<file path="config.mk">
export PLATFORM = sky130hd
export DESIGN_NAME = conv_ctrl
export DESIGN_NICKNAME = d
export VERILOG_FILES = /design/src/hw/result_fifo.v /design/src/hw/conv_ctrl.v
export VERILOG_INCLUDE_DIRS = /design/src /design/src/hw
export SDC_FILE = /design/constraint.sdc
export NUM_CORES = 1
export LEC_CHECK = 0
export CAP_MARGIN = 20
export CORE_UTILIZATION = 40
export CTS_BUF_LIST = sky130_fd_sc_hd__clkbuf_4 sky130_fd_sc_hd__clkbuf_8
export CTS_CLUSTER_SIZE = 28
export DETAILED_ROUTE_END_ITERATION = 8
export DONT_BUFFER_PORTS = 1
export SYNTH_ARGS = -nofsm -noshare
export SYNTH_HDL_FRONTEND = slang
export SYNTH_SLANG_ARGS = --single-unit
</file>
<file path="constraint.sdc">
create_clock -name CLK_I -period 3.86 [get_ports CLK_I]
set_clock_uncertainty 0.05 [all_clocks]
set_input_delay 0.193 -clock CLK_I [delete_from_list [all_inputs] [get_ports CLK_I]]
set_output_delay 0.193 -clock CLK_I [all_outputs]
set_load 0.02 [all_outputs]
</file>
<file path="src/hw/conv_ctrl_defs.vh">
// Constants for the converter control block: pulse timing and widths.
// Assumes a 250 MHz system clock (4 ns period).
`ifndef CONV_CTRL_DEFS_VH
`define CONV_CTRL_DEFS_VH

// ----------------------------------------
// Clock
// ----------------------------------------
`define CLK_PERIOD_NS 4

// ----------------------------------------
// Strobe timing
// ----------------------------------------
// Fast grade strobe window, ns (falling edge before this)
`define FAST_WINDOW_NS 30
// Slow grade strobe window, ns
`define SLOW_WINDOW_NS 50
// Longest time rounds down, then one cycle margin stays strictly below
`define FAST_HIGH_CYC ((`FAST_WINDOW_NS / `CLK_PERIOD_NS) - 1)
`define SLOW_HIGH_CYC ((`SLOW_WINDOW_NS / `CLK_PERIOD_NS) - 1)
// Input settling interval before third flash step, ns
`define SETTLE_NS 200
// Least time rounds up
`define SETTLE_CYC ((`SETTLE_NS + `CLK_PERIOD_NS - 1) / `CLK_PERIOD_NS)
// Width of the strobe and timeout counters
`define CNT_W 16

// ----------------------------------------
// Result layout
// ----------------------------------------
`define DATA_W 12
`define MSB_POS 11
// Stored word: {range flag, 12 data bits}
`define WORD_W 13
`define FLAG_POS 12

`endif

</file>
<file path="src/hw/result_fifo.v">
// Small synchronous FIFO holding captured conversion results.
// Assumes writer and reader share one clock; depth is a power of two.
`timescale 1ns/1ns
module result_fifo #(
  parameter WIDTH = 13,
  parameter DEPTH = 8,
  parameter AW = 3
) (
  input wire clk_i,
  input wire resetn_i,
  input wire [WIDTH-1:0] wr_data_i,
  input wire wr_valid_i,
  output wire wr_ready_o,
  output reg [WIDTH-1:0] rd_data_o,
  output reg rd_valid_o,
  input wire rd_ready_i
);
  // ----------------------------------------
  // Storage and pointers
  // ----------------------------------------
  reg [WIDTH-1:0] mem_q [0:DEPTH-1]; // Word storage
  reg [AW:0] wr_ptr_q; // Write pointer with wrap bit
  reg [AW:0] rd_ptr_q; // Read pointer with wrap bit
  wire [AW:0] fill; // Words held in memory
  wire full;
  wire mem_empty;
  wire pop; // Move one word into output register
  assign fill = wr_ptr_q - rd_ptr_q;
  assign full = (fill == DEPTH[AW:0]);
  assign mem_empty = (fill == {(AW+1){1'b0}});
  assign wr_ready_o = ~full;
  // Refill the output register when empty or being drained
  assign pop = ~mem_empty & (~rd_valid_o | rd_ready_i);

  // Memory write, no reset needed on data
  always @(posedge clk_i) begin
    if (wr_valid_i && !full) begin
      mem_q[wr_ptr_q[AW-1:0]] <= wr_data_i;
    end
  end

  // Pointers and registered read side
  always @(posedge clk_i or negedge resetn_i) begin
    if (!resetn_i) begin
      wr_ptr_q <= {(AW+1){1'b0}};
      rd_ptr_q <= {(AW+1){1'b0}};
      rd_data_o <= {WIDTH{1'b0}};
      rd_valid_o <= 1'b0;
    end else begin
      if (wr_valid_i && !full) begin
        wr_ptr_q <= wr_ptr_q + 1'b1;
      end
      if (pop) begin
        // Data out comes from a register
        rd_data_o <= mem_q[rd_ptr_q[AW-1:0]];
        rd_valid_o <= 1'b1;
        rd_ptr_q <= rd_ptr_q + 1'b1;
      end else if (rd_ready_i) begin
        rd_valid_o <= 1'b0;
      end
    end
  end
endmodule // result_fifo

</file>
<file path="src/hw/conv_ctrl.v">
// Host side controller for a 12-bit subranging converter: issues the
// conversion strobe, captures data and range flag on the result strobe,
// and streams results out through an 8 word FIFO.
// Assumes converter pins are asynchronous to CLK_I.
//
// Summary of operation
// - One short high strobe starts each conversion
// - Fast grade: strobe low within 30 ns
// - Slow grade: strobe low within 50 ns
// - Optionally drop strobe after result strobe falls
// - Input must settle within 200 ns
// - Capture data on result strobe rising edge
// - Flag plus MSB gives violation direction
`timescale 1ns/1ns
`include "conv_ctrl_defs.vh"
module conv_ctrl #(
  parameter FIFO_DEPTH = 8,
  parameter FIFO_AW = 3,
  parameter [`CNT_W-1:0] TIMEOUT_CYC = 16'h0400
) (
  input wire CLK_I,
  input wire RESETN_I,
  input wire START_I,
  input wire SLOW_GRADE_I,
  input wire LATE_RELEASE_I,
  input wire TWOS_COMP_I,
  output reg CONV_STROBE_O,
  output reg SETTLED_O,
  input wire RESULT_VALID_STROBE_I,
  input wire [`DATA_W-1:0] DATA_I,
  input wire RANGE_EXCEEDED_FLAG_I,
  output reg BUSY_O,
  output reg TIMEOUT_O,
  output reg [`DATA_W-1:0] RESULT_O,
  output reg OVER_O,
  output reg UNDER_O,
  output reg RESULT_VALID_O,
  input wire RESULT_READY_I
);
  // ----------------------------------------
  // Pin synchronisers
  // ----------------------------------------
  reg dav_s1_q; // First stage, read only by second stage
  reg dav_s2_q;
  reg dav_s3_q; // Previous value for edge detection
  reg [`WORD_W-1:0] word_s1_q; // Data and flag, first stage
  reg [`WORD_W-1:0] word_s2_q;

  // Two flip-flops on every converter output
  always @(posedge CLK_I or negedge RESETN_I) begin
    if (!RESETN_I) begin
      dav_s1_q <= 1'b0;
      dav_s2_q <= 1'b0;
      dav_s3_q <= 1'b0;
      word_s1_q <= {`WORD_W{1'b0}};
      word_s2_q <= {`WORD_W{1'b0}};
    end else begin
      dav_s1_q <= RESULT_VALID_STROBE_I;
      dav_s2_q <= dav_s1_q;
      dav_s3_q <= dav_s2_q;
      word_s1_q <= {RANGE_EXCEEDED_FLAG_I, DATA_I};
      word_s2_q <= word_s1_q;
    end
  end

  wire dav_rise; // Result ready edge
  wire dav_fall; // Final stage finished
  assign dav_rise = dav_s2_q & ~dav_s3_q;
  assign dav_fall = ~dav_s2_q & dav_s3_q;

  // ----------------------------------------
  // Conversion sequencer
  // ----------------------------------------
  localparam [3:0] ST_IDLE = 4'h1; // Waiting for a start
  localparam [3:0] ST_HIGH = 4'h2; // Strobe held high
  localparam [3:0] ST_WAIT = 4'h4; // Waiting for result strobe
  localparam [3:0] ST_TAIL = 4'h8; // Late release, wait for fall
  reg [3:0] state_q;
  reg [3:0] state_d;
  reg [`CNT_W-1:0] cnt_q; // Strobe width / timeout counter
  reg [`CNT_W-1:0] cnt_d;
  reg late_q; // Late release chosen for this conversion
  wire [`CNT_W-1:0] high_cyc; // Strobe high length per grade
  wire push; // Result captured into FIFO
  wire fifo_ready;

  // Derived counts held at full width, then cut to the counter on purpose
  localparam [31:0] FAST_CYC_32 = `FAST_HIGH_CYC; // Fast grade high cycles
  localparam [31:0] SLOW_CYC_32 = `SLOW_HIGH_CYC; // Slow grade high cycles
  localparam [31:0] SETTLE_CYC_32 = `SETTLE_CYC; // Settling interval cycles

  assign high_cyc = SLOW_GRADE_I ? SLOW_CYC_32[`CNT_W-1:0] : FAST_CYC_32[`CNT_W-1:0];

  // Next state; a start waits for FIFO room so no result is lost
  always @* begin
    state_d = state_q;
    cnt_d = cnt_q;
    case (state_q)
      ST_IDLE: begin
        cnt_d = {`CNT_W{1'b0}};
        if (START_I && fifo_ready) begin
          state_d = ST_HIGH;
        end
      end
      ST_HIGH: begin
        cnt_d = cnt_q + 1'b1;
        if (late_q) begin
          state_d = ST_WAIT;
        end else if (cnt_q >= high_cyc - 1'b1) begin
          state_d = ST_WAIT;
          cnt_d = {`CNT_W{1'b0}};
        end
      end
      ST_WAIT: begin
        cnt_d = cnt_q + 1'b1;
        if (dav_rise) begin
          state_d = late_q ? ST_TAIL : ST_IDLE;
        end else if (cnt_q == TIMEOUT_CYC) begin
          // Converter never answered; give up
          state_d = ST_IDLE;
        end
      end
      ST_TAIL: begin
        cnt_d = cnt_q + 1'b1;
        if (dav_fall || cnt_q == TIMEOUT_CYC) begin
          state_d = ST_IDLE;
        end
      end
      default: begin
        state_d = ST_IDLE;
      end
    endcase
  end

  assign push = (state_q == ST_WAIT) && dav_rise;

  // State, strobe and status registers
  always @(posedge CLK_I or negedge RESETN_I) begin
    if (!RESETN_I) begin
      state_q <= ST_IDLE;
      cnt_q <= {`CNT_W{1'b0}};
      late_q <= 1'b0;
      CONV_STROBE_O <= 1'b0;
      SETTLED_O <= 1'b0;
      BUSY_O <= 1'b0;
      TIMEOUT_O <= 1'b0;
    end else begin
      state_q <= state_d;
      cnt_q <= cnt_d;
      if (state_q == ST_IDLE) begin
        late_q <= LATE_RELEASE_I;
      end
      CONV_STROBE_O <= (state_d == ST_HIGH) || (state_d == ST_WAIT && late_q)
                       || (state_d == ST_TAIL);
      SETTLED_O <= (state_q == ST_WAIT) && (cnt_q >= SETTLE_CYC_32[`CNT_W-1:0]);
      BUSY_O <= (state_d != ST_IDLE);
      // Timeout pulse marks a result strobe that never rose, or on late release never fell
      TIMEOUT_O <= (state_q == ST_WAIT || state_q == ST_TAIL) && !dav_rise
                   && !dav_fall && (cnt_q == TIMEOUT_CYC);
    end
  end

  // ----------------------------------------
  // Result buffering
  // ----------------------------------------
  wire [`WORD_W-1:0] fifo_out;
  wire fifo_out_valid;

  result_fifo #(
    .WIDTH(`WORD_W),
    .DEPTH(FIFO_DEPTH),
    .AW(FIFO_AW)
  ) u_fifo (
    .clk_i(CLK_I),
    .resetn_i(RESETN_I),
    .wr_data_i(word_s2_q),
    .wr_valid_i(push),
    .wr_ready_o(fifo_ready),
    .rd_data_o(fifo_out),
    .rd_valid_o(fifo_out_valid),
    .rd_ready_i(~RESULT_VALID_O | RESULT_READY_I)
  );

  // Output stage; twos complement just inverts the MSB of offset binary
  always @(posedge CLK_I or negedge RESETN_I) begin
    if (!RESETN_I) begin
      RESULT_O <= {`DATA_W{1'b0}};
      OVER_O <= 1'b0;
      UNDER_O <= 1'b0;
      RESULT_VALID_O <= 1'b0;
    end else if (!RESULT_VALID_O || RESULT_READY_I) begin
      RESULT_VALID_O <= fifo_out_valid;
      if (fifo_out_valid) begin
        RESULT_O <= {fifo_out[`MSB_POS] ^ TWOS_COMP_I, fifo_out[`MSB_POS-1:0]};
        OVER_O <= fifo_out[`FLAG_POS] & fifo_out[`MSB_POS];
        UNDER_O <= fifo_out[`FLAG_POS] & ~fifo_out[`MSB_POS];
      end
    end
  end
endmodule // conv_ctrl

</file>
==> impl_metrics.yaml <==
yosys:
  synth.yosys.seq_area_share_pct: 70.1
  post_synth_inst_count: 486
  synth_seq_cells: 195
  synth_cell_types: 51
  postSynth.topFlopCell: "sky130_fd_sc_hd__edfxtp_1"
  synth.cell_area_sq_um: 7700
  async_reset_ff_share_pct: 46.7
  synth_warnings: 0
  synth.net_count: 519
  avgSynthCellArea_sq_um: 15.8
  synth_enable_flop_cells: 104
layout:
  layout.nets: 550
  final_layout_size_suffix_gt1_share_pct: 18.1
  syn2layout_area_growth_pct: 12.0
  num_antenna_cells: 0
  fillers: 1637
  finish.utilization_pct: 46.0
detailed_routing:
  post-route-drc-count: 0
  route.vias.total: 3950
  finalWirelength_um: 13500
  drt-initial-drc-count: 239
  routed_via_density: 5.17
  drtPass1Iterations: 4
  remaining_number_of_nets_flagged_by_the_antenna_check_after_routing: 0
  routed_wire_length_per_instance_um: 17.7
placed_design:
  io_buffer_count: 0
  globalplace.congestion: 0.848
  hpwl_after_detailed_placement_um: 8450
clock_tree:
  cts_repair_resize_count: 0
  setup_buffers_after_cts: 0
  insertion_delay_ns: 0.47
  clock-sinks: 195
  cts_max_level: 4
  cts.reportedPaths.clkPinSlew_ns: 0.10
  cts.hold.buffers_added: 20
  clock_path_buffers: 2
  num_cts_buffers: 17
  tritoncts: "done"
  cts-root-buf: "sky130_fd_sc_hd__clkbuf_8"
floorplan:
  design.core.area_sq_um: 18800
  ports_placed_on_the_boundary: 40
  initial_utilization_pct: 41.0
  die_width_um: 141
  num_rows: 50
  design.die.area_sq_um: 19800
  die_height_um: 141
timing:
  worst_slew_pin_slew_ns: 0.586
  rsz0062_at_grt: "no"
  timing_hold_violations_final: 0
  setup_viol: 0
  maxSlewHeadroom_pct: 60.9
  finalMaxSlewViolations: 0
  period_minus_slack_ns: 2.90
  finalSetupTns_ns: 0
  maxClockFrequency_mhz: 345
  crit_share_post_route_pct: 75.1
grt:
  antenna_found_initial: 0
  grt_overflow_total: 0
  largest_net_degree_at_the_start_of_global_routing: 92
  grt_first_pass_wirelength_um: 22000
  grt_pass1_vias: 4066
  grt_use_total_pct: 14.9
setup_path:
  worst-endpoint-arrival_ns: 2.96
  setup.worst_path.class: "reg -> reg"
  path_max_fanout: 15
  worstSetupStartpointType: "register"
  critPathMaxStageDelay_ns: 0.46
  worst-r2r-cell-count: 8
  cpMaxStageDelayCell: "sky130_fd_sc_hd__inv_1"
  end_kind: "register"
  timing.critical_path.required_ns: 3.92
  worstPathCellList: "inv_2 > ha_1 > a21oi_1 > nand3_1 > nand4bb_1 > and2b_1 > nand4_1 > inv_1"
outcome:
  outcome: "complete, no violations"
min_path:
  worstHoldPathType: "in -> reg"
  hold_path_depth: 4
job:
  maxCapViolCount: 0
power:
  cell_leakage_power_uw: 0.00322
  ir_worst_vdd_mv: 0.255
  power_density_of_the_placed_cells_nw_per_um2: 616
-- synthesized netlist by cell type (all sizes together) (4+ instances only) --
cell / n / area (sq um)
xor2: 8 / 70.1
inv: 12 / 45.0
nand4: 8 / 50.1
nand3: 9 / 45.0
mux2: 14 / 158
a21oi: 4 / 20.0
nor4: 8 / 56.3
dfrtp: 90 / 2250
nor2b: 5 / 31.3
nand2: 34 / 128
edfxtp: 104 / 3120
o21ai: 23 / 115
nor2: 32 / 125
nor3: 6 / 30.0
ha: 12 / 150
xnor2: 16 / 140
mux2i: 13 / 130
clkbuf: 8 / 30.0
mux4: 26 / 586
nand2b: 7 / 43.8
buf: 11 / 60.1
-- critical path: cells and delay by family, from the launching register on --
kind                       cells  cell delay, ns
buffers and inverters          2            0.80
and+or+nand+nor                4            0.74
DFF                            1            0.40
adders and majority gates      1            0.35
AOI/OAI and AO/OA              1            0.20
-- metrics by stage --
| stage | std cells | total power (uW) | setup WS [ns] | instance area [sq um] | hold WS (ns) |
|---|---|---|---|---|---|
| 3_5_place_dp | 711 | 3960 | 0.968 | 7980 | -0.150 |
| 5_1_grt | 764 | 5610 | 0.806 | 8630 | 0.153 |
| 6_report | 764 | 5310 | 0.961 | 8630 | 0.170 |
| 4_1_cts | 763 | 5370 | 0.941 | 8620 | 0.134 |
| 2_1_floorplan | 486 | 3690 | 0.373 | 7700 | -0.153 |
| 3_3_place_gp | 711 | 3910 | 1.03 | 7980 | -0.150 |
-- area by class of cell --
type | instances | area (sq um) | area share [%]
tap | 234 | 293 | 3.39
inverter | 12 | 45.0 | 0.522
multi-input combinational | 260 | 2170 | 25.1
timing repair buffer | 31 | 300 | 3.48
sequential | 195 | 5400 | 62.6
clock inverter | 13 | 168 | 1.94
clock buffer | 19 | 255 | 2.96
-- sequential cells by signal, indices dropped and copies added (netlist names) --
signal / flops
u_fifo.wr_ptr_q: 4
CONV_STROBE_O: 1
u_fifo.rd_ptr_q: 4
late_q: 1
OVER_O: 1
TIMEOUT_O: 1
u_fifo.rd_valid_o: 1
RESULT_VALID_O: 1
u_fifo.rd_data_o: 13
RESULT_O: 12
dav_s2_q: 1
word_s1_q: 13
state_q: 4
word_s2_q: 13
dav_s3_q: 1
UNDER_O: 1
BUSY_O: 1
dav_s1_q: 1
SETTLED_O: 1
cnt_q: 16
u_fifo.mem_q: 104
-- routing by layer --
layer / GRT usage [%] / share of wire (%)
met1: 19.7 / 47
met2: 24.0 / 49
met3: 3.84 / 3.1
met4: 5.38 / 1.6
met5: 0 / 0
-- worst paths after layout --
check,start,end,slack [ns]
setup / recovery,u_fifo.rd_ptr_q[2],u_fifo.mem_q[7][7],0.96
hold / removal,START_I,state_q[0],0.17
setup reg to reg,u_fifo.rd_ptr_q[2],u_fifo.mem_q[7][7],0.96
hold reg to reg,word_s1_q[7],word_s2_q[7],0.31
max in group asynchronous,RESETN_I,state_q[0],3.15
min in group asynchronous,RESETN_I,word_s1_q[11],0.23
-- where the power goes --
| part | switching [uW] | leakage, uW | internal (uW) |
|---|---|---|---|
| combinational | 654 | 0.000942 | 595 |
| sequential | 281 | 0.00206 | 2420 |
| clock | 739 | 0.000217 | 625 |
-- cell families (layout without fill, tap and decap cells) --
| family | Yosys count | count (layout) | share of synthesized area [%] |
|---|---|---|---|
| adders and majority gates | 12 | 12 | 1.95 |
| and+or+nand+nor | 126 | 126 | 8.43 |
| buffers and inverters | 31 | 75 | 1.75 |
| AOI/OAI and AO/OA | 45 | 45 | 3.67 |
| DFF | 195 | 195 | 70.1 |
| muxes | 53 | 53 | 11.3 |
| xor gates and xnor gates | 24 | 24 | 2.73 |
-- placed cells by master, fill, tap and decap left out, types with 6 or more instances in the layout --
master,Yosys,routed
sky130_fd_sc_hd__nor2_1,30,30
sky130_fd_sc_hd__inv_1,11,11
sky130_fd_sc_hd__mux2_2,14,14
sky130_fd_sc_hd__mux4_2,26,26
sky130_fd_sc_hd__edfxtp_1,104,104
sky130_fd_sc_hd__ha_1,12,12
sky130_fd_sc_hd__dfrtp_1,90,89
sky130_fd_sc_hd__clkbuf_8,0,18
sky130_fd_sc_hd__nand3_1,9,9
sky130_fd_sc_hd__xnor2_1,16,16
sky130_fd_sc_hd__nor3_1,6,6
sky130_fd_sc_hd__dlygate4sd3_1,0,19
sky130_fd_sc_hd__buf_4,0,11
sky130_fd_sc_hd__o21ai_0,23,23
sky130_fd_sc_hd__mux2i_1,13,13
sky130_fd_sc_hd__nand2_1,34,34
sky130_fd_sc_hd__xor2_1,8,8
sky130_fd_sc_hd__nand4_1,8,8
sky130_fd_sc_hd__nand2b_1,7,7
sky130_fd_sc_hd__nor4_1,7,7
No activity file was read; power rests on OpenSTA's default activity.
